===== src/rdc_consts.vh =====
// Constants for the ratiometric reference converter control block
`ifndef RDC_CONSTS_VH
`define RDC_CONSTS_VH

// ----------------------------------------------------------------
// Register byte offsets
// ----------------------------------------------------------------
`define RDC_OFF_CTRL 4'h0
`define RDC_OFF_LEVEL 4'h4
`define RDC_OFF_STATUS 4'h8

// ----------------------------------------------------------------
// Control register field positions
// ----------------------------------------------------------------
`define RDC_BIT_EN 7
`define RDC_BIT_LPS 6
`define RDC_BIT_OE 5
`define RDC_PSS_HI 3
`define RDC_PSS_LO 2
`define RDC_BIT_NSS 0
// Implemented bits of the control register
`define RDC_CTRL_MASK 8'hed

// ----------------------------------------------------------------
// Level code register
// ----------------------------------------------------------------
`define RDC_LEVEL_W 5
`define RDC_LEVEL_MAX 5'h1f
`define RDC_LEVEL_SHIFT 5

// ----------------------------------------------------------------
// Positive source select codes
// ----------------------------------------------------------------
`define RDC_PSS_SUPPLY 2'h0
`define RDC_PSS_EXT 2'h1
`define RDC_PSS_FIXED 2'h2
`define RDC_PSS_RSVD 2'h3

// ----------------------------------------------------------------
// Reset values
// ----------------------------------------------------------------
`define RDC_CTRL_RST 8'h00
`define RDC_LEVEL_RST 5'h00

// ----------------------------------------------------------------
// Bus responses
// ----------------------------------------------------------------
`define RDC_RESP_OKAY 2'h0
`define RDC_RESP_SLVERR 2'h2

`endif


===== src/rdc_ctrl.v =====
// Ratiometric reference converter control logic with AXI4-Lite slave
`timescale 1ns/1ps
`include "rdc_consts.vh"

module rdc_ctrl (
  input wire aclk,
  input wire aresetn,
  // AXI4-Lite write address
  input wire awvalid,
  output reg awready,
  input wire [3:0] awaddr,
  input wire [2:0] awprot,
  // AXI4-Lite write data
  input wire wvalid,
  output reg wready,
  input wire [31:0] wdata,
  input wire [3:0] wstrb,
  // AXI4-Lite write response
  output reg bvalid,
  input wire bready,
  output reg [1:0] bresp,
  // AXI4-Lite read address
  input wire arvalid,
  output reg arready,
  input wire [3:0] araddr,
  input wire [2:0] arprot,
  // AXI4-Lite read data
  output reg rvalid,
  input wire rready,
  output reg [31:0] rdata,
  output reg [1:0] rresp,
  // Digitised source levels
  input wire [7:0] supply_level,
  input wire [7:0] ext_pos_level,
  input wire [7:0] fixed_ref_level,
  input wire [7:0] ext_neg_level,
  // Port logic facing the reference output pin
  input wire port_out,
  input wire port_oe,
  input wire pin_in,
  // Converter controls
  output reg converter_enable_q,
  output reg pos_connect_q,
  output reg neg_connect_q,
  output reg [1:0] positive_source_select_q,
  output reg negative_source_select_q,
  output reg [4:0] level_code_q,
  output reg [7:0] level_out_q,
  // Reference output pin
  output reg pin_route_q,
  output reg buffer_override_q,
  output reg input_override_q,
  output reg pin_out_q,
  output reg pin_oe_q,
  output reg pin_read_q
);

  // ----------------------------------------------------------------
  // Register storage
  // ----------------------------------------------------------------
  reg [7:0] ctrl_q; // Control register, implemented bits only
  reg [7:0] ctrl_d;
  reg [4:0] level_d;

  // Field views of the control register
  wire en_bit = ctrl_q[`RDC_BIT_EN];
  wire lps_bit = ctrl_q[`RDC_BIT_LPS];
  wire oe_bit = ctrl_q[`RDC_BIT_OE];
  wire [1:0] pss_bits = ctrl_q[`RDC_PSS_HI:`RDC_PSS_LO];
  wire nss_bit = ctrl_q[`RDC_BIT_NSS];

  // ----------------------------------------------------------------
  // Write channel state
  // ----------------------------------------------------------------
  reg aw_got_q; // Address held, waiting for data
  reg w_got_q; // Data held, waiting for address
  reg [3:0] aw_addr_q;
  reg [31:0] w_data_q;
  reg [3:0] w_strb_q;
  reg aw_got_d;
  reg w_got_d;
  reg bvalid_d;
  reg [1:0] bresp_d;
  reg do_write; // Both halves present this cycle

  // Handshakes on the write side
  wire aw_hs = awvalid & awready;
  wire w_hs = wvalid & wready;

  // Write sequencing; address and data may come in either order
  always @* begin
    aw_got_d = aw_got_q | aw_hs;
    w_got_d = w_got_q | w_hs;
    bvalid_d = bvalid;
    bresp_d = bresp;
    do_write = 1'b0;
    // Retire the response first
    if (bvalid && bready) begin
      bvalid_d = 1'b0;
    end
    // Commit once both halves are in and no response is pending
    if (aw_got_q && w_got_q && !bvalid) begin
      do_write = 1'b1;
      aw_got_d = 1'b0;
      w_got_d = 1'b0;
      bvalid_d = 1'b1;
      if (aw_addr_q == `RDC_OFF_CTRL || aw_addr_q == `RDC_OFF_LEVEL ||
          aw_addr_q == `RDC_OFF_STATUS) begin
        bresp_d = `RDC_RESP_OKAY;
      end else begin
        // Unmapped address
        bresp_d = `RDC_RESP_SLVERR;
      end
    end
  end

  // Write channel registers
  always @(posedge aclk) begin
    if (!aresetn) begin
      aw_got_q <= 1'b0;
      w_got_q <= 1'b0;
      aw_addr_q <= 4'h0;
      w_data_q <= 32'h00000000;
      w_strb_q <= 4'h0;
      awready <= 1'b0;
      wready <= 1'b0;
      bvalid <= 1'b0;
      bresp <= `RDC_RESP_OKAY;
    end else begin
      aw_got_q <= aw_got_d;
      w_got_q <= w_got_d;
      // Capture payloads on their own handshakes
      if (aw_hs) begin
        aw_addr_q <= {awaddr[3:2], 2'h0};
      end
      if (w_hs) begin
        w_data_q <= wdata;
        w_strb_q <= wstrb;
      end
      // Ready only while the slot is free, one write in flight
      awready <= ~aw_got_d & ~bvalid_d & ~(aw_got_q & w_got_q);
      wready <= ~w_got_d & ~bvalid_d & ~(aw_got_q & w_got_q);
      bvalid <= bvalid_d;
      bresp <= bresp_d;
    end
  end

  // ----------------------------------------------------------------
  // Register updates
  // ----------------------------------------------------------------
  // Only lane 0 carries register bits; upper lanes are ignored
  always @* begin
    ctrl_d = ctrl_q;
    level_d = level_code_q;
    if (do_write && w_strb_q[0]) begin
      if (aw_addr_q == `RDC_OFF_CTRL) begin
        ctrl_d = w_data_q[7:0] & `RDC_CTRL_MASK;
      end
      if (aw_addr_q == `RDC_OFF_LEVEL) begin
        level_d = w_data_q[4:0];
      end
    end
  end

  // Only a bus write or reset changes these; sleep and wake do not
  always @(posedge aclk) begin
    if (!aresetn) begin
      ctrl_q <= `RDC_CTRL_RST;
      level_code_q <= `RDC_LEVEL_RST;
    end else begin
      ctrl_q <= ctrl_d;
      level_code_q <= level_d;
    end
  end

  // ----------------------------------------------------------------
  // Pin input synchroniser
  // ----------------------------------------------------------------
  reg pin_s1_q; // First stage, read only by the second
  reg pin_s2_q;
  reg pin_s3_q;
  reg pin_level_q; // Filtered pin level

  // A change counts only once stages two and three agree
  always @(posedge aclk) begin
    if (!aresetn) begin
      pin_s1_q <= 1'b0;
      pin_s2_q <= 1'b0;
      pin_s3_q <= 1'b0;
      pin_level_q <= 1'b0;
    end else begin
      pin_s1_q <= pin_in;
      pin_s2_q <= pin_s1_q;
      pin_s3_q <= pin_s2_q;
      if (pin_s2_q == pin_s3_q) begin
        pin_level_q <= pin_s3_q;
      end
    end
  end

  // ----------------------------------------------------------------
  // Ladder source selection and level model
  // ----------------------------------------------------------------
  reg [7:0] pos_src; // Selected positive source
  reg [7:0] neg_src; // Selected negative source
  reg [7:0] level_d8;
  reg [12:0] prod; // Difference times code, before the divide
  reg [7:0] diff;

  // Positive source mux; the reserved code yields a zero source
  always @* begin
    case (pss_bits)
      `RDC_PSS_SUPPLY: pos_src = supply_level;
      `RDC_PSS_EXT: pos_src = ext_pos_level;
      `RDC_PSS_FIXED: pos_src = fixed_ref_level;
      default: pos_src = 8'h00;
    endcase
  end

  // Negative source mux: ground rail or external reference
  always @* begin
    if (nss_bit) begin
      neg_src = ext_neg_level;
    end else begin
      neg_src = 8'h00;
    end
  end

  // Ladder tap; sign handled by magnitude so no bits are lost
  always @* begin
    diff = 8'h00;
    prod = 13'h0000;
    level_d8 = neg_src;
    if (!en_bit) begin
      // Idle ladder follows whichever end stays connected
      if (lps_bit) begin
        level_d8 = pos_src;
      end else begin
        level_d8 = neg_src;
      end
    end else if (pos_src >= neg_src) begin
      diff = pos_src - neg_src;
      prod = diff * level_code_q;
      level_d8 = neg_src + prod[12:5];
    end else begin
      // Inverted references still scale ratiometrically
      diff = neg_src - pos_src;
      prod = diff * level_code_q;
      level_d8 = neg_src - prod[12:5];
    end
  end

  // ----------------------------------------------------------------
  // Converter and pin outputs
  // ----------------------------------------------------------------
  // All outputs registered so the analog switches see clean levels
  always @(posedge aclk) begin
    if (!aresetn) begin
      converter_enable_q <= 1'b0;
      pos_connect_q <= 1'b0;
      neg_connect_q <= 1'b0;
      positive_source_select_q <= `RDC_PSS_SUPPLY;
      negative_source_select_q <= 1'b0;
      level_out_q <= 8'h00;
      pin_route_q <= 1'b0;
      buffer_override_q <= 1'b0;
      input_override_q <= 1'b0;
      pin_out_q <= 1'b0;
      pin_oe_q <= 1'b0;
      pin_read_q <= 1'b0;
    end else begin
      converter_enable_q <= en_bit;
      // Enabled ladder keeps both ends; idle ladder drops one
      pos_connect_q <= en_bit | lps_bit;
      neg_connect_q <= en_bit | ~lps_bit;
      positive_source_select_q <= pss_bits;
      negative_source_select_q <= nss_bit;
      level_out_q <= level_d8;
      pin_route_q <= oe_bit;
      buffer_override_q <= oe_bit;
      input_override_q <= oe_bit;
      // Digital driver is cut off while the reference owns the pin
      if (oe_bit) begin
        pin_out_q <= 1'b0;
        pin_oe_q <= 1'b0;
        pin_read_q <= 1'b0;
      end else begin
        pin_out_q <= port_out;
        pin_oe_q <= port_oe;
        pin_read_q <= pin_level_q;
      end
    end
  end

  // ----------------------------------------------------------------
  // Read channel
  // ----------------------------------------------------------------
  reg [31:0] rdata_d;
  reg [1:0] rresp_d;

  // Read decode; unimplemented bits come back as zero
  always @* begin
    rdata_d = 32'h00000000;
    rresp_d = `RDC_RESP_OKAY;
    case ({araddr[3:2], 2'h0})
      `RDC_OFF_CTRL: rdata_d = {24'h000000, ctrl_q};
      `RDC_OFF_LEVEL: rdata_d = {27'h0000000, level_code_q};
      `RDC_OFF_STATUS: rdata_d = {23'h000000, pin_read_q, level_out_q};
      default: rresp_d = `RDC_RESP_SLVERR;
    endcase
  end

  // One read at a time; address is refused while data waits
  always @(posedge aclk) begin
    if (!aresetn) begin
      arready <= 1'b0;
      rvalid <= 1'b0;
      rdata <= 32'h00000000;
      rresp <= `RDC_RESP_OKAY;
    end else begin
      if (arvalid && arready) begin
        arready <= 1'b0;
        rvalid <= 1'b1;
        rdata <= rdata_d;
        rresp <= rresp_d;
      end else if (rvalid && rready) begin
        rvalid <= 1'b0;
        arready <= 1'b1;
      end else if (!rvalid) begin
        arready <= 1'b1;
      end
    end
  end

endmodule


===== config.mk =====
export PLATFORM = sky130hd
export DESIGN_NAME = rdc_ctrl
export DESIGN_NICKNAME = d
export VERILOG_FILES = /design/src/rdc_ctrl.v
export VERILOG_INCLUDE_DIRS = /design/src
export SDC_FILE = /design/constraint.sdc
export NUM_CORES = 1
export LEC_CHECK = 0
export ABC_AREA = 1
export BUFFER_PORTS_ARGS = -buffer_cell sky130_fd_sc_hd__buf_2
export CAP_MARGIN = 20
export CORE_MARGIN = 4
export CORE_UTILIZATION = 47
export CTS_CLUSTER_SIZE = 12
export DETAILED_ROUTE_END_ITERATION = 10
export PLACE_DENSITY = 0.69
export REMOVE_ABC_BUFFERS = 1
export SLEW_MARGIN = 25
export SYNTH_ARGS = -nofsm -noshare
export SYNTH_HDL_FRONTEND = slang
export SYNTH_SLANG_ARGS = --single-unit

===== constraint.sdc =====
create_clock -name aclk -period 18.73 [get_ports aclk]
set_input_delay 3.746 -clock aclk [delete_from_list [all_inputs] [get_ports aclk]]
set_output_delay 3.746 -clock aclk [all_outputs]
set_load 0.02 [all_outputs]

* After elaboration in Yosys (flattened, before gate mapping)
Cells that the tools add are included.
Widths: inputs -> output; s select.
** Cells by class
- Shift-type cells :: 0
- Eq/ne operators :: 8
- $add $sub $neg :: 4
- Bitwise operators :: 17
- Div/mod/pow operators :: 0
- $mul :: 2
- $lt $le $gt $ge :: 1
- Reduce and logical (&&, ||, !) cells :: 18
- Multiplexer cells :: 17
** Operators by type and width (number)
- $mux 8 :: 4
- $pmux 9 s3 :: 1
- $mul 8x5->13 :: 2
- $pmux 8 s3 :: 1
- $sub 8x8->8 :: 3
- $mux 1 :: 9
- $add 8x8->8 :: 1
- $ge 8x8->1 :: 1
- $and 1x1->1 :: 7
- $eq 2x1->1 const B :: 3
- $eq 2x2->1 const B :: 3
- $logic_and 1x1->1 :: 6
- $not 1->1 :: 6
- $logic_not 2->1 :: 2
- $logic_not 4->1 :: 1
- $mux 2 :: 2
- $or 1x1->1 :: 4
- $reduce_and 2->1 :: 2
- $reduce_or 2->1 :: 2
- $reduce_or 3->1 :: 1
- $logic_or 1x1->1 :: 2
- $ne 2x1->1 const B :: 1
- $reduce_bool 2->1 :: 1
- $eq 1x1->1 :: 1
- $logic_not 1->1 :: 1
** Word-level totals
- Output and inout bits :: 66
- Memory bits (read-only) :: 0
- Bits in latches :: 0
- Bits of input ports :: 92
- Register bits :: 87
- Bits in writable memories :: 0
- Memories kept :: 0

* Longest topological paths before layout
Gate-level depths: netlist (run 1).
- Depth after elaboration :: 7
- Mapped depth :: 44
- Gate-level depth less buffers :: 44

* Worst setup path after synthesis (run 1)
No wires, ideal clock.
- Path type :: input to register
- From :: in supply_level[2]
- To :: reg level_out_q[7]
- Data arrival time :: 9704 ps
- Slack :: 8906 ps
- Library setup time :: 120 ps
- Path buffers :: 1
- Cell stages on the path :: 40
- Data required time :: 18610 ps
- Path through :: nand2_1 > inv_1 > a221oi_1 > inv_1 > ha_1 > clkbuf_1 > nand2_1 > o21ai_0 > xor2_1 > inv_1 > nor2_1 > fa_1 > fa_1 > inv_1 > fa_1 > inv_1 > ha_1 > a21oi_1 > (+4 left out) > inv_1 > nor2_1 > o31ai_1 > ha_1 > a21oi_1 > nand2_1 > nand2_1 > nand2_1 > a21oi_1 > nor2_1 > o21ai_0 > nand2_1 > nand2_1 > nand2_1 > inv_1 > nand3_1 > nand3_2 > a21oi_2
** On the way
- Longest elaborated chain between the ends :: 6
- Elaborated cells on any way between the ends :: 10
- Those cells by class :: add/sub: 4; mul: 2; order compare: 1; mux: 3
** RTL lines
- start, declared :: line rdc_ctrl.v:33 : input wire [7:0] supply_level,
- $pmux 8 s3 * :: line rdc_ctrl.v:212 : case (pss_bits)
- $sub 8x8->8, on equally long branches :: line rdc_ctrl.v:247, rdc_ctrl.v:242
- $mul 8x5->13, on equally long branches :: line rdc_ctrl.v:248, rdc_ctrl.v:243
- $sub 8x8->8 / $add 8x8->8 (equally long branches) :: line rdc_ctrl.v:249, rdc_ctrl.v:244
- $mux 8 * :: line rdc_ctrl.v:241 : end else if (pos_src >= neg_src) begin
- $mux 8 * :: line rdc_ctrl.v:234 : if (!en_bit) begin
- end signal, assigned :: line rdc_ctrl.v:278 : level_out_q <= level_d8;
- end, declared :: line rdc_ctrl.v:48 : output reg [7:0] level_out_q,
Every way passes the cells marked *; elsewhere a longest branch is shown, timed or not.
A chain may end at the register's enable or synchronous reset.

* Worst setup path after layout (run 1)
- From :: in supply_level[1]
- To :: reg level_out_q[7]
The elaborated chain is that of the path after synthesis.

==> results.md, run 1 <==
* GRT Overall Usage at 21.4%
* Logic gate share of total power at 12.7%
* Number of CTS-inserted buffers at 9
* Sw power at 0.0908 mW
* Post-DRT Antenna Nets at 0
* Drt drc at 0
* Via-to-Cell Ratio at 4.93
* Final min period at 10.83 ns
* Placed Instances at 1117
* Post-synthesis average cell area at 6.92 sq um
* Gpl congestion at 0.918
* Sequential cell area at 1240 sq um
* Largest stage delay, worst path at 0.65 ns
* Die W at 121 um
* Initial DRT Pass Iterations at 5
* Post-cts resize count at 0
* H-tree lvl count at 3
* Maximum clock insertion buffer count at 2
* Core ar. at 12600 sq um
* Min-delay worst type: reg2reg
* # setup viols final at 0
* PnR Total Power at 0.355 mW
* Drt initial violations at 286
* Setup TNS at 0 ns
* Place WS at 7.61 ns
* CTS clock-pin slew for the worst setup and hold paths at 0.05 ns
* Initial antenna violation count at 0
* Worst Skew at 0.00442 ns
* Largest net degree at the start of global routing at 41
* Power per cell area at 51.8 nW/um^2
* Overflow after GRT at 0
* Fin nets at 1147
* Ratio of cells with drive above 1 in the final layout at 14.2%
* Hpwl dp at 12700 um
* Status: finished clean
* Final WS setup at 7.90 ns
* RSZ-0062 raised after global routing: no
* Vias post-DR at 5586
* Fin. Hold Viols at 0
* Unique masters post-synth at 40
* Vias in the first global route at 5278
* Clock power frac at 48.3%
* Port Buf Inserts at 95
* Io pins at 158
* Clk Latency, worst-skew pair at 0.33 ns
* CTS tree: yes
* Worst path required time at 18.92 ns
* Leak Pwr at 3.79 nW
* Net Sw Frac at 25.6%
* Wire length per cell at 13.6 um
* Crit. End Element: flop
* Critical Path AT at 11.02 ns
* Synth warn at 0
* Routed wire length at 15400 um
* Tcrit/Tclk final at 57.8%
* Number of post-CTS setup repair buffers at 0
* CTS sink cnt at 62
* Slowest CP cell: a221oi_1
* Filler Cell Count at 1294
* CP dominant cell by count: nand2_1
* CTS Hold Bufs at 0
* Cells after Synth at 872
* Worst Tran Pin Value at 0.823 ns
* Crit-path max FO at 5
* Root Driver: clkbuf_16
* # rows at 41
* Internal at 0.264 mW
* Max cap viols at 0
* Sequential share of power at 39.0%
* Die height at 121 um
* Maximum VDD drop at 0.0595 mV
* Setup CP Type: in2reg
* Setup crit start kind: primary input
* Die area at 14700 sq um
* P&R area growth vs syn at 13.4%
* First-pass GRT wire length at 25400 um
* Final Slew Violations at 0
* Fmax at 92.3 MHz
* Rel. slew slack at 45.1%
* Register area share after synthesis at 20.6%
* Post-route insts no fill at 1133
* Yosys reg bits at 62
* Mapped cell area at 6030 sq um
* Initial Utilization at 47.8%
* Area of the multi-input gates at 3990 sq um
* Ant diodes at 0
-- metal layers --
layer / wire length, um / share of wire, % / vias up / GRT usage (%)
li1: - / - / 2866 / -
met1: 7380 / 48 / 2562 / 29.9
met2: 7040 / 46 / 150 / 35.5
met3: 902 / 5.9 / 8 / 4.06
met4: 51 / 0.33 / 0 / 2.59
met5: 0 / 0 / - / 0
-- path summary, 6_finish.rpt --
| path | from | end | slack, ns | cells past startpoint |
|---|---|---|---|---|
| worst max-delay path | supply_level[1] | level_out_q[7] | 7.90 | 40 |
| worst min-delay path | pin_s1_q | pin_s2_q | 0.41 | 2 |
| worst max register to register | ctrl_q[3] | level_out_q[7] | 10.73 | 40 |
| worst min register to register | pin_s1_q | pin_s2_q | 0.41 | 2 |
-- metrics by stage --
step                cell area [sq um]  utilization, %  hold WS (ns)
floorplan                        5830               -         0.390
global placement                 6530            51.7         0.395
detailed placement               6530            51.7         0.399
CTS                              6850            54.2         0.412
global route                     6850            54.2         0.435
finish                           6850            54.2         0.408
-- synthesized netlist by cell type (all sizes together) --
cell	number	area (sq um)
a211oi	1	7.51
a21boi	1	7.51
a21o	2	15.0
a21oi	60	304
a221oi	7	61.3
a22o	1	8.76
a22oi	3	22.5
a31oi	12	75.1
a32oi	1	8.76
and2	1	6.26
and3	1	6.26
buf	33	241
clkbuf	13	48.8
clkinv	2	7.51
conb	1	3.75
dfxtp	62	1240
fa	37	741
ha	62	776
inv	159	597
nand2	176	683
nand3	40	215
nand3b	1	7.51
nand4	3	18.8
nor2	111	437
nor3	8	40.0
o211ai	2	15.0
o21ai	46	230
o31a	1	8.76
o31ai	1	7.51
or2	7	43.8
xnor2	2	17.5
xor2	15	131
-- placed cells by master, fill, tap and decap left out, types with 2 or more instances in the layout --
cell type / netlist / layout
nor2_2: 2 / 2
buf_2: 4 / 95
clkinvlp_4: 0 / 2
nand2_1: 167 / 167
a22oi_1: 3 / 3
clkbuf_16: 0 / 9
ha_1: 62 / 62
nor3_1: 8 / 8
a21oi_1: 59 / 59
a221oi_1: 7 / 7
dfxtp_1: 62 / 62
fa_1: 37 / 37
nand4_1: 3 / 3
nor2_4: 2 / 2
nand3_1: 37 / 37
clkbuf_8: 0 / 3
xor2_1: 15 / 15
o21ai_0: 46 / 46
or2_2: 7 / 7
a21o_1: 2 / 2
nor2_1: 107 / 107
xnor2_1: 2 / 2
conb_1: 1 / 25
o211ai_1: 2 / 2
nand2_2: 9 / 9
a31oi_1: 12 / 12
nand3_2: 3 / 3
clkinv_1: 2 / 2
inv_1: 158 / 158
-- critical path: cells and delay by family --
kind	cells	cell delay [ns]
xor gates and xnor gates	1	0.38
adders and majority gates	7	2.78
buffers and inverters	8	0.72
and+or+nand+nor	16	1.25
AOI/OAI and AO/OA	8	2.13
-- registers in the layout (all words and copies together) (netlist names), 2 cells and up --
signal	flops
rdata	9
ctrl_q	6
positive_source_select_q	2
level_code_q	5
aw_addr_q	2
w_data_q	8
level_out_q	8
-- cell families after synthesis --
group / share of synthesized area (%)
xor+xnor: 2.47
other cells: 0.0621
buf+inv: 14.8
simple gates: 24.2
flops: 20.6
fa+ha+maj: 25.1
compound gates: 12.8
-- layout make-up --
| type | instances | area share (%) |
|---|---|---|
| Multi-Input combinational cell | 627 | 58.3 |
| Tap cell | 172 | 3.14 |
| Clock inverter | 4 | 0.786 |
| Clock buffer | 12 | 3.89 |
| Inverter | 161 | 8.83 |
| Timing Repair Buffer | 95 | 6.95 |
| Sequential cell | 62 | 18.1 |
-- power groups by stage --
stage	Combinational [mW]	Sequential [mW]	Clock [mW]
after global routing	0.0503	0.139	0.181
after detailed placement	0.0445	0.141	0
after global placement	0.0443	0.141	0
final	0.0449	0.138	0.171
after floorplan	0.0269	0.142	0
after CTS	0.0446	0.138	0.173
Note: power is estimated with default switching activity, not from simulation.
==> inputs of run 2 (changes only) <==
Settings changed: ABC_AREA 1 to 0.
Clock period 18.73 ns to 11.3 ns, I/O delays scaled along.
==> run 2 against run 1 <==
Clock skew fell by 0.0021 ns. Routed wire length fell by 7.4%. Die area increased by 3.1%. Highest routed layer unchanged. Register-to-register slack worse by 8.4 ns. Via count decreased by 11%. Final area rose by 1.2%. Non-clock buffer count unchanged. Largest power group is now registers. Global-route usage fell by 2.2 points. Cell count is 13% lower.
==> results.md, run 2 <==
* Synthesized-area fraction occupied by adder cells at 24.3% (was 25.1%)
* Power per cell area at 75.6 nW/um^2 (was 51.8 nW/um^2)
* Setup CP Type: in2reg (unchanged)
* Port Buf Inserts at 95 (unchanged)
* Mapped cell area at 6230 sq um (was 6030 sq um)
* RSZ-0062 raised after global routing: no (unchanged)
* Post-synthesis average cell area at 8.40 sq um (was 6.92 sq um)
* Worst setup path startpoint: fixed_ref_level[1] (was supply_level[1])
* Most common cell in the synthesized netlist: nand2_1 (unchanged)
* Clk Latency, worst-skew pair at 0.32 ns (was 0.33 ns)
* Final min period at 10.03 ns
* CTS clock-pin slew for the worst setup and hold paths at 0.05 ns (about the same)
* Place WS at 0.918 ns (was 7.61 ns)
* Biggest register: rdata (unchanged)
* Setup crit start kind: primary input (unchanged)
* Ant diodes at 0 (unchanged)
* Multiplexer share of the synthesized area at 4.17% (was 0%)
* Max cap viols at 0 (unchanged)
* Worst Skew at 0.00233 ns (was 0.00442 ns)
* Core ar. at 12800 sq um (was 12600 sq um)
* Worst Tran Pin Value at 0.966 ns (was 0.823 ns)
* P&R area growth vs syn at 11.1% (was 13.4%)
* Fin. Hold Viols at 0 (unchanged)
* Initial antenna violation count at 0 (unchanged)
* Maximum VDD drop at 0.107 mV (was 0.0595 mV)
* Most frequent cells in the layout: buf_2 (95), nand2_1 (74), inv_1 (72), and2_1 (63) (was nand2_1 (167), inv_1 (158), nor2_1 (107), buf_2 (95))
* Yosys reg bits at 62 (unchanged)
* # setup viols final at 0 (unchanged)
* Fmax at 99.7 MHz
* HP Start: pin_s1_q (unchanged)
* Synth Area in XOR/XNOR at 5.24% (was 2.47%)
* Register area share after synthesis at 19.9% (was 20.6%)
* Synth top area cells: dfxtp_1 (20%), ha_1 (12%), fa_1 (12%) (was dfxtp_1 (21%), ha_1 (13%), fa_1 (12%))
* Post-synth EDFFs at 0 (unchanged)
* Synth area leader: dfxtp_1 (unchanged)
* Main combinational cell family by area after synthesis: adder cells (unchanged)
* Drt drc at 0 (unchanged)
* Crit-path max FO at 7 (was 5)
* Synth warn at 0 (unchanged)
* Root Driver: clkbuf_16 (unchanged)
* Fin nets at 1005 (was 1147)
* Compound-gate portion of the synthesized area at 15.3% (was 12.8%)
* Simple-gate share of the synthesized area at 21.5% (was 24.2%)
* Status: finished clean (unchanged)
* Via-to-Cell Ratio at 5.05 (was 4.93)
* CTS Hold Bufs at 0 (unchanged)
* Synth top area share at 19.9% (was 20.6%)
* Maximum clock insertion buffer count at 2 (unchanged)
* GRT Overall Usage at 19.2% (was 21.4%)
* Rel. slew slack at 35.4% (was 45.1%)
* R2R Path Start: ctrl_q[3] (unchanged)
* Largest net degree at the start of global routing at 60 (was 41)
* Die area at 15200 sq um (was 14700 sq um)
* H-tree lvl count at 3 (unchanged)
* Post-cts resize count at 0 (unchanged)
* # rows at 41 (unchanged)
* CTS tree: yes (unchanged)
* Final WS setup at 1.27 ns (was 7.90 ns)
* Most common cell after layout, fill and taps aside: buf_2 (was nand2_1)
* Unique masters post-synth at 59 (was 40)
* CTS sink cnt at 62 (unchanged)
* Number of CTS-inserted buffers at 9 (unchanged)
* Critical Path AT at 10.22 ns (was 11.02 ns)
* Ratio of cells with drive above 1 in the final layout at 14.3% (was 14.2%)
* Cells after Synth at 742 (was 872)
* FFs w/ async S/R, synth at 0% (unchanged)
* Worst path required time at 11.49 ns (was 18.92 ns)
* Setup TNS at 0 ns (unchanged)
* Hpwl dp at 11200 um (was 12700 um)
* Drt initial violations at 195 (was 286)
* Die W at 123 um (was 121 um)
* Wire length per cell at 14.4 um (was 13.6 um)
* Crit. End Element: flop (unchanged)
* Vias in the first global route at 4931 (was 5278)
* Min-delay worst type: reg2reg (unchanged)
* Gpl congestion at 0.823 (was 0.918)
* Initial Utilization at 48.6% (was 47.8%)
* First-pass GRT wire length at 23400 um (was 25400 um)
* Vias post-DR at 4975 (was 5586)
* Io pins at 158 (unchanged)
* Slowest CP cell: fa_1 (was a221oi_1)
* Die height at 123 um (was 121 um)
* Synth top cells by count: nand2_1 (74), inv_1 (72), and2_1 (63) (was nand2_1 (167), inv_1 (158), nor2_1 (107))
* Post-DRT Antenna Nets at 0 (unchanged)
* Overflow after GRT at 0 (unchanged)
* Final Slew Violations at 0 (unchanged)
* Leak Pwr at 3.54 nW (was 3.79 nW)
* Top Registers: rdata (9), level_out_q (8), w_data_q (8) (unchanged)
* Routed wire length at 14200 um (was 15400 um)
* CP dominant cell by count: ha_1 (was nand2_1)
* Initial DRT Pass Iterations at 4 (was 5)
* Tcrit/Tclk final at 88.7%
* Dominant synthesized flop cell: dfxtp_1 (unchanged)
* Number of post-CTS setup repair buffers at 0 (unchanged)
* Max FFs per register at 9 (unchanged)
* Largest stage delay, worst path at 0.54 ns (was 0.65 ns)
==> run 2: changes by cell type after synthesis, sizes merged, moves of 29 or more <==
| cell | delta |
|---|---|
| nor2b | +29 |
| nor2 | -69 |
| nand2 | -102 |
| nand3 | -32 |
| inv | -87 |
| and2 | +62 |
| o21ai | -32 |
==> run 2: layout make-up <==
cell class,count,area [sq um]
fillers,1257,5900
clock buffers,11,233
flip-flops and latches,62,1240
repair buffers,95,475
well taps,172,215
multi-input cells,574,4490
inverters,72,270
==> run 2: path summary, 6_finish.rpt <==
path	endpoint	depth (start not counted)	slack, ns
max reg2reg	level_out_q[7]	29	2.33
min reg2reg	pin_s2_q	1	0.43
min	pin_s2_q	1	0.43
max	level_out_q[7]	31	1.27
==> run 2: metal layers <==
metal | track usage, % | share of wire [%] | wire length, um | up-vias
met5 | 0 | 0 | 0 | -
met4 | 4.91 | 1.0 | 145 | 0
met3 | 3.48 | 4.6 | 661 | 13
met2 | 31.9 | 46 | 6600 | 103
met1 | 25.8 | 48 | 6830 | 2305
li1 | - | - | - | 2554
==> run 2: power by group <==
part | total, mW | internal [mW] | switching [mW] | leakage (nW)
combinational | 0.0705 | 0.0252 | 0.0453 | 2.92
clock | 0.224 | 0.141 | 0.0829 | 0.113
sequential | 0.229 | 0.225 | 0.00365 | 0.504
total | 0.524 | 0.392 | 0.132 | 3.54
==> run 2: cells by family after synthesis <==
kind of cell	count (synthesis)
buffers and inverters	130
AND/OR/NAND/NOR	254
adder cells (fa/ha/maj)	99
other	1
XOR/XNOR	34
flip-flops	62
AO/OA/AOI/OAI	136
multiplexers	26
==> run 2: critical path: cells and delay by family <==
family,cells,cell delay (ns)
compound gates,11,3.09
buf+inv,4,0.34
fa+ha+maj,7,2.91
mux,1,0.14
xor+xnor,3,0.92
simple gates,5,0.56
==> run 2: metrics by stage <==
step | std cells | power [mW] | util [%] | cell area [sq um] | hold slack, ns
2_1_floorplan | 708 | 0.276 | - | 6000 | 0.412
4_1_cts | 986 | 0.526 | 54.0 | 6930 | 0.435
5_1_grt | 986 | 0.545 | 54.0 | 6930 | 0.457
3_5_place_dp | 975 | 0.303 | 52.2 | 6690 | 0.422
3_3_place_gp | 975 | 0.303 | 52.2 | 6690 | 0.414
6_report | 986 | 0.524 | 54.0 | 6930 | 0.434
==> inputs of run 3 (changes only) <==
Settings changed: BUFFER_PORTS_ARGS -buffer_cell sky130_fd_sc_hd__buf_2 to unset, DONT_BUFFER_PORTS set to 1, PLACE_DENSITY 0.69 to 0.59.
Clock period 11.3 ns to 11.02 ns, I/O delays scaled along.
==> run 3 against run 2 <==
Die area is the same. Critical path type unchanged. Critical path depth is the same. Combinational power shrank 24%. First-iteration DRC count shrank 26%. Global-route usage grew 0.29 points. Clock power grew 29%. Setup slack lost 0.16 ns. Total power grew 11%. Register-to-register slack lost 0.22 ns. Critical endpoint unchanged.
==> results.md, run 3 (synthesized netlist as in run 2, its figures left out) <==
* Final WS setup at 1.11 ns (was 1.27 ns)
* # setup viols final at 0 (unchanged)
* Root Driver: clkbuf_16 (unchanged)
* CTS clock-pin slew for the worst setup and hold paths at 0.05 ns (about the same)
* Clk Latency, worst-skew pair at 0.32 ns (about the same)
* Worst Tran Pin Value at 0.955 ns (was 0.966 ns)
* Most common cell after layout, fill and taps aside: nand2_1 (was buf_2)
* Worst setup path startpoint: fixed_ref_level[2] (was fixed_ref_level[1])
* # rows at 41 (unchanged)
* Post-DRT Antenna Nets at 0 (unchanged)
* Power per cell area at 88.5 nW/um^2 (was 75.6 nW/um^2)
* Place WS at 0.845 ns (was 0.918 ns)
* Most frequent cells in the layout: nand2_1 (74), inv_1 (72), and2_1 (63), ha_1 (62), dfxtp_1 (62) (was buf_2 (95), nand2_1 (74), inv_1 (72), and2_1 (63))
* Vias in the first global route at 4776 (was 4931)
* Status: finished clean (unchanged)
* Die height at 123 um (unchanged)
* P&R area growth vs syn at 5.46% (was 11.1%)
* Worst hold slack at 0.435 ns (was 0.434 ns)
* PnR Total Power at 0.582 mW (was 0.524 mW)
* Gpl congestion at 0.816 (was 0.823)
* Crit-path max FO at 7 (unchanged)
* Overflow after GRT at 0 (unchanged)
* Fin. Hold Viols at 0 (unchanged)
* Tcrit/Tclk final at 89.9%
* Largest stage delay, worst path at 0.60 ns (was 0.54 ns)
* GRT Overall Usage at 19.5% (was 19.2%)
* Worst path required time at 11.22 ns (was 11.49 ns)
* Rel. slew slack at 36.1% (was 35.4%)
* Max FFs per register at 9 (unchanged)
* Number of post-CTS setup repair buffers at 0 (unchanged)
* Initial Utilization at 48.6% (unchanged)
* CTS tree: yes (unchanged)
* Core ar. at 12800 sq um (unchanged)
* Drt initial violations at 145 (was 195)
* Setup CP Type: in2reg (unchanged)
* Die area at 15200 sq um (unchanged)
* Routed wire length at 14200 um (about the same)
* Leak Pwr at 3.18 nW (was 3.54 nW)
* Area of the multi-input gates at 4490 sq um (about the same)
* Vias post-DR at 4731 (was 4975)
* Die W at 123 um (unchanged)
* H-tree lvl count at 3 (unchanged)
* RSZ-0062 raised after global routing: no (unchanged)
* Maximum clock insertion buffer count at 2 (unchanged)
* Final min period at 9.91 ns
* Worst Skew at 0.00324 ns (was 0.00233 ns)
* Slowest CP cell: o41ai_1 (was fa_1)
* Port Buf Inserts at 0 (was 95)
* Number of CTS-inserted buffers at 9 (unchanged)
* Ant diodes at 0 (unchanged)
* Io pins at 158 (unchanged)
* Min-delay worst type: reg2reg (unchanged)
* Initial antenna violation count at 0 (unchanged)
* Crit. End Element: flop (unchanged)
* Post-cts resize count at 0 (unchanged)
* HP Start: pin_s1_q (unchanged)
* Filler Cell Count at 1252 (was 1257)
* Max cap viols at 0 (unchanged)
* Initial DRT Pass Iterations at 5 (was 4)
* Layout Utilization at 51.3% (was 54.0%)
* Wire length per cell at 15.8 um (was 14.4 um)
* Fmax at 101 MHz
* CTS Hold Bufs at 0 (unchanged)
* Setup crit start kind: primary input (unchanged)
* Hpwl dp at 11500 um (was 11200 um)
* Setup TNS at 0 ns (unchanged)
* Fin nets at 917 (was 1005)
* Ratio of cells with drive above 1 in the final layout at 4.25% (was 14.3%)
* R2R Path Start: ctrl_q[3] (unchanged)
* Final Slew Violations at 0 (unchanged)
* Critical Path AT at 10.10 ns (was 10.22 ns)
* Top Registers: rdata (9), level_out_q (8), w_data_q (8) (unchanged)
* Biggest register: rdata (unchanged)
* Sequential cell area at 1240 sq um (unchanged)
* Maximum VDD drop at 0.112 mV (was 0.107 mV)
* Drt drc at 0 (unchanged)
* First-pass GRT wire length at 23300 um (was 23400 um)
* CTS sink cnt at 62 (unchanged)
* Largest net degree at the start of global routing at 60 (unchanged)
* Via-to-Cell Ratio at 5.25 (was 5.05)
[run 3: changes by cell type in the layout (fill, tap and decap cells not counted), sizes merged]
cell / change
buf: -88
bufinv: +2
clkinv: +1
clkinvlp: +1
[run 3: power by group]
group | internal, mW | total, mW | switching, mW | leakage [nW]
clock network | 0.196 | 0.289 | 0.0934 | 0.146
logic | 0.0177 | 0.0533 | 0.0356 | 2.53
registers | 0.231 | 0.239 | 0.00809 | 0.504
[run 3: final cells by class]
type                            instances  share of cell area, %
Sequential cell                        62                   18.9
Clock buffer                           11                   3.54
Clock inverter                          4                   1.10
Inverter                               72                   4.11
Multi-Input combinational cell        574                   68.3
Tap cell                              172                   3.27
Timing Repair Buffer                    7                  0.799
[run 3: through the flow]
step	cell area [sq um]	instances
floorplan	6000	708
global placement	6270	887
detailed placement	6270	887
CTS	6580	902
global route	6580	902
finish	6580	902
[run 3: per-layer routing]
layer | vias to the layer above | part of all wire [%] | GRT usage, %
met5 | - | 0 | 0
met4 | 0 | 1.2 | 5.40
met3 | 12 | 5.9 | 4.35
met2 | 106 | 47 | 32.0
met1 | 2230 | 46 | 25.8
li1 | 2383 | - | -
[run 3: path summary, 6_finish.rpt]
kind	cells past startpoint	endpoint	slack, ns
min	1	pin_s2_q	0.44
min reg2reg	1	pin_s2_q	0.44
max reg2reg	30	level_out_q[7]	2.11
max	31	level_out_q[7]	1.11
[run 3: worst max-delay path: cells and delay by family]
kind            cells  cell delay, ns
buf+inv             4            0.26
compound gates      8            2.52
fa+ha+maj           7            2.88
mux                 1            0.11
xor+xnor            4            1.14
simple gates        7            0.98
